--- config.mk ---
export PLATFORM = sky130hd
export DESIGN_NAME = obcr_top
export DESIGN_NICKNAME = d
export VERILOG_FILES = /design/src/verilog/obcr_pkg.sv /design/src/verilog/obcr_fifo.sv /design/src/verilog/obcr_top.sv
export SDC_FILE = /design/constraint.sdc
export NUM_CORES = 2
export LEC_CHECK = 0
export CAP_MARGIN = 20
export CORE_MARGIN = 2
export CORE_UTILIZATION = 55
export CTS_CLUSTER_DIAMETER = 50
export CTS_CLUSTER_SIZE = 28
export DETAILED_ROUTE_END_ITERATION = 16
export DONT_BUFFER_PORTS = 1
export GPL_TIMING_DRIVEN = 0
export PLACE_DENSITY = 0.7
export REMOVE_ABC_BUFFERS = 1
export SLEW_MARGIN = 20
export SYNTH_ARGS = -nofsm -noshare
export SYNTH_HDL_FRONTEND = slang
export SYNTH_SLANG_ARGS = --single-unit
--- constraint.sdc ---
create_clock -name core_clk -period 17.2 [get_ports core_clk]
set_clock_uncertainty 0.05 [all_clocks]
set_input_delay 5.16 -clock core_clk [delete_from_list [all_inputs] [get_ports core_clk]]
set_output_delay 5.16 -clock core_clk [all_outputs]
set_load 0.02 [all_outputs]
--- src/verilog/obcr_pkg.sv ---
// package for the output bus cascade routing block: widths, modes and carriers
// assumes a single rising-edge device clock shared by every user
package obcr_pkg;
    localparam int OBCR_SAMPLE_W = 20;
    localparam int OBCR_FIFO_DEPTH = 16;
    localparam int OBCR_CLK_MHZ = 10;
    // output mode encoding on the mode input
    localparam logic [1:0] OBCR_MODE_NORMAL = 2'h0;
    localparam logic [1:0] OBCR_MODE_CASCADE_IN = 2'h1;
    localparam logic [1:0] OBCR_MODE_MUX_IQ = 2'h2;
    // reset values of the driven buses and of the sync output polarity
    localparam logic [19:0] OBCR_BUS_RESET = 20'h00000;
    localparam logic OBCR_SYNC_POL_RESET = 1'h1;

    // one set of results from the four summer/formatters
    typedef struct packed {
        logic [19:0] s1;
        logic [19:0] s2;
        logic [19:0] s3;
        logic [19:0] s4;
    } obcr_quad_t;

    // a two-way 20-bit bus at the pin: output and output enable
    typedef struct packed {
        logic [19:0] dout;
        logic oe;
    } obcr_pin_t;
endpackage

--- src/verilog/obcr_fifo.sv ---
// small synchronous fifo with valid/ready on both sides
// assumes one clock and a synchronous active-high reset
`timescale 1ns/10ps
`default_nettype none
module obcr_fifo #(
    parameter int WIDTH = 80,
    parameter int DEPTH = 16
) (
    input wire logic core_clk,
    input wire logic rst,
    input wire logic in_valid,
    output logic in_ready,
    input wire logic [WIDTH-1:0] in_data,
    output logic out_valid,
    input wire logic out_ready,
    output logic [WIDTH-1:0] out_data
);
    localparam int AW = $clog2(DEPTH);
    localparam logic [AW:0] FULL_CNT = (AW+1)'(DEPTH);
    logic [WIDTH-1:0] mem [DEPTH];
    logic [AW-1:0] wp_r, wp_nxt, rp_r, rp_nxt;
    logic [AW:0] cnt_r, cnt_nxt;
    logic ready_r, ready_nxt;
    logic push, pop;

    // pointer and count update; full stalls the producer
    always_comb begin
        push = in_valid && ready_r;
        pop = out_ready && (cnt_r != '0);
        wp_nxt = push ? wp_r + 1'b1 : wp_r;
        rp_nxt = pop ? rp_r + 1'b1 : rp_r;
        cnt_nxt = cnt_r + {{AW{1'b0}}, push} - {{AW{1'b0}}, pop};
        // ready is precomputed so the producer sees a flop, not a compare
        ready_nxt = (cnt_nxt != FULL_CNT);
    end

    always_ff @(posedge core_clk) begin
        if (rst) begin
            wp_r <= '0;
            rp_r <= '0;
            cnt_r <= '0;
            ready_r <= 1'b1;
        end else begin
            wp_r <= wp_nxt;
            rp_r <= rp_nxt;
            cnt_r <= cnt_nxt;
            ready_r <= ready_nxt;
        end
    end

    // storage has no reset; only written entries are ever read
    always_ff @(posedge core_clk) begin
        if (push) begin
            mem[wp_r] <= in_data;
        end
    end

    assign in_ready = ready_r;
    assign out_valid = (cnt_r != '0);
    assign out_data = mem[rp_r];
endmodule
`default_nettype wire

--- src/verilog/obcr_top.sv ---
// output side routing: buses a-d, cascade inputs, i strobe and sync output
// assumes summer/formatter results arrive as one stream of four samples,
// and that the output mode and polarity settings are static inputs
`timescale 1ns/10ps
`default_nettype none
// How it works
// - sync_out follows the sync_req level one edge later, with its active level set by sync_pol.
// - out_bus_a shows summer 1 samples, registered on the rising edge, bit 19 msb.
// - out_bus_b shows summer 2 samples, registered on the rising edge, bit 19 msb.
// - bus c is an input in cascade-in mode and is driven in every other mode.
// - bus d is an input in cascade-in mode and is driven in every other mode.
// - in cascade-in the bus c input is sampled each edge and passed toward summer 1.
// - in cascade-in the bus d input is sampled each edge and passed toward summer 2.
// - in muxed i/q mode i_phase_strobe is high exactly while the buses hold i data.
// - an update input edge of the chosen polarity loads config only if masked in.
module obcr_top
    import obcr_pkg::*;
#(
    parameter int SAMPLE_W = OBCR_SAMPLE_W,
    parameter int FIFO_DEPTH = OBCR_FIFO_DEPTH
) (
    input wire logic core_clk,
    input wire logic rst,
    input wire logic [1:0] out_mode,
    input wire logic sync_pol,
    input wire logic sync_req,
    input wire logic upd_pol,
    input wire logic upd_mask,
    input wire logic channel_update_in,
    output logic cfg_load,
    input wire logic res_valid,
    output logic res_ready,
    input wire obcr_quad_t res_data,
    input wire obcr_quad_t res_q_data,
    output logic [19:0] out_bus_a,
    output logic [19:0] out_bus_b,
    input wire logic [19:0] i_cascade_in_or_bus_c_in,
    output logic [19:0] i_cascade_in_or_bus_c_out,
    output logic i_cascade_in_or_bus_c_oe,
    input wire logic [19:0] q_cascade_in_or_bus_d_in,
    output logic [19:0] q_cascade_in_or_bus_d_out,
    output logic q_cascade_in_or_bus_d_oe,
    output logic [19:0] casc_i_to_sum1,
    output logic [19:0] casc_q_to_sum2,
    output logic i_phase_strobe,
    output logic sync_out
);
    typedef enum logic [1:0] {OBCR_IDLE, OBCR_I_PHASE, OBCR_Q_PHASE} obcr_state_t;

    // i and q results travel together so a q word always pairs with its i
    logic [159:0] f_out;
    logic f_valid, f_pop;
    obcr_quad_t fi, fq;

    obcr_fifo #(.WIDTH(160), .DEPTH(FIFO_DEPTH)) u_fifo (
        .core_clk(core_clk),
        .rst(rst),
        .in_valid(res_valid),
        .in_ready(res_ready),
        .in_data({res_data, res_q_data}),
        .out_valid(f_valid),
        .out_ready(f_pop),
        .out_data(f_out)
    );
    assign fi = f_out[159:80];
    assign fq = f_out[79:0];

    function automatic logic is_mode(input logic [1:0] m, input logic [1:0] want);
        return m == want;
    endfunction

    obcr_state_t st_r, st_nxt;
    logic [19:0] a_r, a_nxt, b_r, b_nxt, c_r, c_nxt, d_r, d_nxt;
    logic c_oe_r, c_oe_nxt, stb_r, stb_nxt;
    obcr_quad_t q_hold_r, q_hold_nxt;
    logic [19:0] ci_r, ci_nxt, cq_r, cq_nxt;
    logic sync_r, sync_nxt, upd_d_r, upd_d_nxt, load_r, load_nxt;
    logic casc, mux;

    // output path: pop one result set, show it, and in muxed mode follow with q
    always_comb begin
        casc = is_mode(out_mode, OBCR_MODE_CASCADE_IN);
        mux = is_mode(out_mode, OBCR_MODE_MUX_IQ);
        st_nxt = st_r;
        a_nxt = a_r;
        b_nxt = b_r;
        c_nxt = c_r;
        d_nxt = d_r;
        stb_nxt = 1'b0;
        q_hold_nxt = q_hold_r;
        f_pop = 1'b0;
        c_oe_nxt = !casc;
        case (st_r)
            OBCR_IDLE, OBCR_Q_PHASE, OBCR_I_PHASE: begin
                if (mux && st_r == OBCR_I_PHASE) begin
                    // q half of the pair, no pop so the fifo holds back
                    a_nxt = q_hold_r.s1;
                    b_nxt = q_hold_r.s2;
                    c_nxt = q_hold_r.s3;
                    d_nxt = q_hold_r.s4;
                    st_nxt = OBCR_Q_PHASE;
                end else if (f_valid) begin
                    f_pop = 1'b1;
                    a_nxt = fi.s1;
                    b_nxt = fi.s2;
                    c_nxt = fi.s3;
                    d_nxt = fi.s4;
                    q_hold_nxt = fq;
                    stb_nxt = mux;
                    st_nxt = mux ? OBCR_I_PHASE : OBCR_IDLE;
                end else begin
                    st_nxt = OBCR_IDLE;
                end
            end
            default: st_nxt = OBCR_IDLE;
        endcase
    end

    // cascade capture, sync output and update-input edge detect
    always_comb begin
        ci_nxt = casc ? i_cascade_in_or_bus_c_in : ci_r;
        cq_nxt = casc ? q_cascade_in_or_bus_d_in : cq_r;
        sync_nxt = sync_req ? sync_pol : !sync_pol;
        upd_d_nxt = (channel_update_in == upd_pol);
        // a level held active loads once; the mask gates the load
        load_nxt = upd_d_nxt && !upd_d_r && upd_mask;
    end

    always_ff @(posedge core_clk) begin
        if (rst) begin
            st_r <= OBCR_IDLE;
            a_r <= OBCR_BUS_RESET;
            b_r <= OBCR_BUS_RESET;
            c_r <= OBCR_BUS_RESET;
            d_r <= OBCR_BUS_RESET;
            c_oe_r <= 1'b0;
            stb_r <= 1'b0;
            q_hold_r <= '0;
            ci_r <= OBCR_BUS_RESET;
            cq_r <= OBCR_BUS_RESET;
            sync_r <= !OBCR_SYNC_POL_RESET;
            upd_d_r <= 1'b0;
            load_r <= 1'b0;
        end else begin
            st_r <= st_nxt;
            a_r <= a_nxt;
            b_r <= b_nxt;
            c_r <= c_nxt;
            d_r <= d_nxt;
            c_oe_r <= c_oe_nxt;
            stb_r <= stb_nxt;
            q_hold_r <= q_hold_nxt;
            ci_r <= ci_nxt;
            cq_r <= cq_nxt;
            sync_r <= sync_nxt;
            upd_d_r <= upd_d_nxt;
            load_r <= load_nxt;
        end
    end

    assign out_bus_a = a_r;
    assign out_bus_b = b_r;
    assign i_cascade_in_or_bus_c_out = c_r;
    assign q_cascade_in_or_bus_d_out = d_r;
    assign i_cascade_in_or_bus_c_oe = c_oe_r;
    assign q_cascade_in_or_bus_d_oe = c_oe_r;
    assign casc_i_to_sum1 = ci_r;
    assign casc_q_to_sum2 = cq_r;
    assign i_phase_strobe = stb_r;
    assign sync_out = sync_r;
    assign cfg_load = load_r;

    // checks, kept beside the logic
    AST_SYNC_POL: assert property (@(posedge core_clk) disable iff (rst)
        !rst |=> sync_out == ($past(sync_req) ? $past(sync_pol) : !$past(sync_pol)))
        else $error("sync_out level wrong");
    AST_BUS_A: assert property (@(posedge core_clk) disable iff (rst)
        (!rst && f_pop && !mux) |=> out_bus_a == $past(fi.s1))
        else $error("bus a not summer 1");
    AST_BUS_B: assert property (@(posedge core_clk) disable iff (rst)
        (!rst && f_pop && !mux) |=> out_bus_b == $past(fi.s2))
        else $error("bus b not summer 2");
    AST_C_DIR: assert property (@(posedge core_clk) disable iff (rst)
        (!rst && casc) |=> !i_cascade_in_or_bus_c_oe)
        else $error("bus c driven in cascade-in");
    AST_D_DIR: assert property (@(posedge core_clk) disable iff (rst)
        // the enable comes back one edge after reset, so the reset edge is left out
        (!rst && !casc) |=> q_cascade_in_or_bus_d_oe)
        else $error("bus d not driven");
    AST_CASC_I: assert property (@(posedge core_clk) disable iff (rst)
        (!rst && casc) |=> casc_i_to_sum1 == $past(i_cascade_in_or_bus_c_in))
        else $error("cascade i not captured");
    AST_CASC_Q: assert property (@(posedge core_clk) disable iff (rst)
        (!rst && casc) |=> casc_q_to_sum2 == $past(q_cascade_in_or_bus_d_in))
        else $error("cascade q not captured");
    AST_BUS_C: assert property (@(posedge core_clk) disable iff (rst)
        (!rst && f_pop) |=> i_cascade_in_or_bus_c_out == $past(fi.s3))
        else $error("bus c not summer 3");
    AST_BUS_D: assert property (@(posedge core_clk) disable iff (rst)
        (!rst && f_pop) |=> q_cascade_in_or_bus_d_out == $past(fi.s4))
        else $error("bus d not summer 4");
    AST_STROBE_I: assert property (@(posedge core_clk) disable iff (rst)
        (!rst && mux && f_pop) |=> i_phase_strobe ##1 !i_phase_strobe)
        else $error("i strobe timing wrong");
    AST_UPD_MASK: assert property (@(posedge core_clk) disable iff (rst)
        (!rst && !upd_mask) |=> !cfg_load)
        else $error("load while masked");
    AST_Q_PAIR: assert property (@(posedge core_clk) disable iff (rst)
        (!rst && mux && f_pop) ##1 mux |=> out_bus_a == $past(q_hold_r.s1, 1))
        else $error("q half not paired");
    COV_MUX: cover property (@(posedge core_clk) mux && f_pop ##1 i_phase_strobe ##1 1'b1);
    COV_CASC: cover property (@(posedge core_clk) casc && res_valid);
    COV_LOAD: cover property (@(posedge core_clk) cfg_load);
    COV_FULL: cover property (@(posedge core_clk) res_valid && !res_ready);
endmodule
`default_nettype wire
# Yosys cells after proc, flatten, opt, wreduce, memory -nomap -nowiden
# Memories as Yosys holds them, arrays and structs flattened. A register that Yosys moved wholly into a read port is not among the register bits.
# Cells that the tools add are included.
# word_totals
memories	1
latchBits	0
ff_bits	221
mem_bits_rw	2560
inputBits	210
out_inout_bits	126
rom_bits	0
# classes
order_cmp	0
n_reduce_logical	16
n_mul	0
n_mux	19
n_addsub	4
div_mod_pow	0
bitwise	3
eq_ne	6
n_shift	0
# mem_list
name	words	word_bits	rd	rd_clocked_by_memory_dff	write_ports	line	rtl
u_fifo.mem	16	160	1	1	1	obcr_fifo.sv:20	logic [WIDTH-1:0] mem [DEPTH];
# op_table
cell	count
$mux 20	8
$add 4x1->4 const B	2
$mux 1	8
$mux 4	2
$add 5x1->5	1
$logic_and 1x1->1	5
$ne 5x5->1 const B	1
$reduce_bool 5->1	1
$sub 5x1->5	1
$eq 2x1->1 const B	2
$eq 2x2->1 const B	2
$reduce_or 4->1	1
$logic_not 1->1	3
$not 1->1	3
$reduce_and 3->1	1
$reduce_or 3->1	1
$logic_not 2->1	1
$mux 2	1
$reduce_and 2->1	1
$reduce_bool 2->1	1
$reduce_or 2->1	1
$eq 1x1->1	1

# Logic depth before layout (Yosys ltp)
# depth
depth_word	7
depth_mapped	14
mapped_depth_nobuf	13

# Cells and area by module
# From an unflattened synthesis, not the netlist that was laid out.
# hier_totals
hier_cells	4896
area_unflattened_um2	105585.0
# by_module_without_submodules
mod	n_inst	area_each_um2	cells_each
obcr_fifo	1	97213.2	3891
obcr_top	1	8371.8	1005

# Worst setup path after synthesis
# OpenSTA, ideal clock, no wires.
# synth_path
path_type	input to register
from	in res_valid
to	mem u_fifo.mem[3][0], enable pin
cell_stages	4
path_slack_ns	-0.234
setup_ns	0.875
arrival_time_ns	16.508
path_cell_list	and2_1 > clkbuf_1 > nand2_1 > nor3_1
# synth_between
elab_chain_len	3
# synth_lines
item	line	rtl
start, declared	obcr_top.sv:31	input wire logic res_valid,
$logic_and 1x1->1	obcr_fifo.sv:28	push = in_valid && ready_r;
via u_fifo.push	obcr_fifo.sv:24	logic push, pop;
$mux 1	obcr_fifo.sv:53	if (push) begin
$mux 1 (implied by the code)	obcr_fifo.sv:54	mem[wp_r] <= in_data;
end, declared	obcr_fifo.sv:20	
# The timed path passes the listed nets, and every way through them passes these cells.

# Worst setup path in the final report
# layout_path
from	in res_valid
to	mem u_fifo.mem[3][31], enable pin
# layout_between
elab_chain_len	3
# layout_lines
item	line
$logic_and 1x1->1	obcr_fifo.sv:28
$mux 1	obcr_fifo.sv:53
$mux 1 (implied by the code)	obcr_fifo.sv:54
# No other way between the ends.

==> impl_metrics.py <==
metrics = {
    "run_status": {
        "status": "complete, no violations",
    },
    "global_routing": {
        "grt_pass1_vias": 48910,
        "grt_pass1_wl_mm": 336.4,
        "antenna_found_initial": 0,
        "grt_start_max_net_pins": 149,
        "grt_usage_pct": 24.16,
        "grt.overflow.total": 0,
    },
    "final_layout": {
        "final_cells": 7593,
        "diodes": 0,
        "layout_common_cells": "edfxtp_1 (2560), mux4_2 (640), dfxtp_1 (221)",
        "nNetsFinal": 5134,
        "final_common_cell": "edfxtp_1",
        "drive_gt1_share_pct": 30.87,
        "syn_to_final_growth_pct": 14.80,
        "num-fill-cells": 12090,
    },
    "worst_setup_path": {
        "end_kind": "register",
        "cp_max_fo": 8,
        "critPathKind": "primary input to register",
        "worstPathCellList": "and2_1 > nand2_1 > nor3_2 > buf_4 > buf_4 > buf_4 > buf_4 > buf_4 > buf_4",
        "cp_data_required_time_ps": 17720,
        "ff2ff_setup_slack_ps": 13100,
        "r2r_cells": 11,
        "startpoint_type": "primary input",
        "reg2reg_to": "q_hold_r[78]",
        "crit_path_max_incr_delay_ps": 690,
        "crit_slowest_cell": "nor3_2",
        "crit_top_cell": "buf_4",
        "crit_arrival_ps": 7990,
    },
    "place": {
        "io_buffer_count": 0,
        "placedCellCount": 7230,
        "hpwl_mm": 149.3,
        "globalplace.congestion": 0.6812,
        "pre_cts_slack_ps": 8833,
    },
    "synthesis": {
        "synth.distinct_cells": 50,
        "ys_seq_elements": 2784,
        "syn_area_um2": 104600,
        "yosys_warnings": 0,
        "synth.avg_cell_area_um2": 22.53,
        "yosysSeqAreaShare_pct": 77.80,
        "synth_cells": 4641,
    },
    "pwr": {
        "finalPower_mw": 15.55,
        "ir_drop_mv": 0.1085,
        "p_leak_nw": 36.68,
        "power.density_nw_per_um2": 129.6,
    },
    "routing": {
        "num_vias": 48510,
        "dr.pass1.iters": 7,
        "wl_per_cell_um": 30.79,
        "drcViolationCount": 0,
        "routed_wl_mm": 233.8,
        "vias_per_cell": 6.389,
        "ant_nets": 0,
        "drtIter0Drc": 5739,
    },
    "run": {
        "max_cap_viol_count": 0,
    },
    "timing": {
        "layout_setup_ws_ps": 9725,
        "finalHoldViolations": 0,
        "slew_violations": 0,
        "tightest_slew_ps": 795.2,
        "setup_viol": 0,
        "timing.final.crit_share_pct": 43.46,
        "period_minus_slack_ps": 7475,
        "relSlewSlack_pct": 46.87,
        "fmax_ghz": 0.1338,
        "rsz0062_at_grt": "no",
    },
    "die": {
        "rows": 160,
        "fp.dieW_um": 440.0,
        "initial_utilization_pct": 55.16,
        "fp.dieArea_um2": 193600,
        "die_h_um": 440.0,
        "boundaryPins": 336,
        "core_um2": 189600,
    },
    "clocking": {
        "root_buffer": "clkbuf_16",
        "htreeDepth": 4,
        "insertion_delay_ps": 880,
        "numCtsBuffers": 191,
        "cts_sinks": 2784,
        "clk_pin_slew_ps": 80,
        "cts-resized-gates": 0,
        "tritoncts": "done",
        "cts_buffer_depth": 3,
        "cts_setup_buffers": 0,
        "cts_hold_buffers": 0,
    },
    "hold_path": {
        "whs_path_depth": 1,
        "holdPathEnd": "cfg_load",
        "hp-class": "register to register",
        "hp-start": "upd_d_r",
    },
}
per-layer routing:
layer | part of all wire, % | GRT usage [%]
met1 | 41 | 33.96
met5 | 0 | 0
met2 | 49 | 38.91
met3 | 8.3 | 5.463
met4 | 2.1 | 5.977
layout make-up:
class,count,area [µm²],area share [%]
flip-flops and latches,2784,81370,67.78
multi-input cells,1578,21980,18.31
repair buffers,347,6316,5.261
clock buffers,208,5000,4.165
well taps,2511,3142,2.617
clock inverters,155,2207,1.839
inverters,10,37.54,0.03127
cell families after synthesis:
group                    count (synthesis)  share of synthesized area [%]
adder cells (fa/ha/maj)                 12                         0.1508
AO/OA/AOI/OAI                          369                          2.673
XOR/XNOR                                11                        0.09213
buffers and inverters                  279                          1.313
AND/OR/NAND/NOR                        224                         0.9118
multiplexers                           962                          17.06
flip-flops                            2784                          77.80
cells in the mapped netlist, drive strengths merged:
cell | number | area (µm²)
edfxtp | 2560 | 76870
mux4 | 640 | 14410
dfxtp | 224 | 4484
nand2 | 166 | 625.6
mux2i | 162 | 1622
mux2 | 160 | 1802
a22oi | 159 | 1344
buf | 150 | 885.8
clkbuf | 119 | 449.2
o21ai | 81 | 405.4
o221ai | 79 | 754.5
a21oi | 45 | 236.5
nor2 | 31 | 116.4
ha | 11 | 137.6
inv | 10 | 37.54
xor2 | 6 | 52.55
nor3 | 5 | 25.02
xnor2 | 5 | 43.79
nand2b | 3 | 18.77
nand4 | 3 | 18.77
nor2b | 3 | 18.77
nand3 | 2 | 22.52
nor4b | 2 | 17.52
or4b | 2 | 20.02
a21o | 1 | 7.510
a221o | 1 | 10.01
a22o | 1 | 8.760
a31oi | 1 | 21.27
and2 | 1 | 6.260
and4 | 1 | 11.26
fa | 1 | 20.02
nand3b | 1 | 20.02
nor3b | 1 | 7.510
nor4bb | 1 | 10.01
o21bai | 1 | 7.510
or3 | 1 | 6.260
or3b | 1 | 8.760
sequential cells by signal, indices dropped and copies added (netlist names), named ones only:
register,count
cfg_load,1
u_fifo.rp_r,4
st_r,2
out_bus_a,20
u_fifo.in_ready,1
out_bus_b,20
u_fifo.cnt_r,5
casc_q_to_sum2,20
i_cascade_in_or_bus_c_oe,1
sync_out,1
q_cascade_in_or_bus_d_out,20
u_fifo.wp_r,4
q_hold_r,80
u_fifo.mem,2560
upd_d_r,1
i_cascade_in_or_bus_c_out,20
casc_i_to_sum1,20
critical path: cells and delay by family:
kind,cells,cell delay (ps)
buffers and inverters,6,1340
AND/OR/NAND/NOR,3,1450
through the flow:
stage	util, %	hold WS (ps)	TNS, ps	cell area (µm²)
after floorplan	-	324.2	-1770260	103200
after global placement	56.11	327.9	-	106400
after detailed placement	59.52	342.0	0	112800
after CTS	63.32	353.0	0	120000
after global routing	63.32	361.4	0	120000
final	63.32	347.9	0	120000
how the worst max path moves through the flow:
stage	slack (ps)	endpoint	from
floorplan	-10800	out_bus_a[10]	register
global placement	-30760	out_bus_a[7]	out_mode[0]
detailed placement	8830	u_fifo.mem[3][31]	res_valid
CTS	9770	u_fifo.mem[3][31]	res_valid
global route	9640	u_fifo.mem[3][31]	res_valid
finish	9720	u_fifo.mem[3][31]	res_valid
power breakdown:
part	internal (mW)	leakage [nW]	total (mW)	switching (mW)
Clock	2.47	3.46	5.08	2.61
Sequential	7.78	25.0	8.21	0.426
Combinational	1.13	8.24	2.27	1.13
No activity file was read; power rests on OpenSTA's default activity.
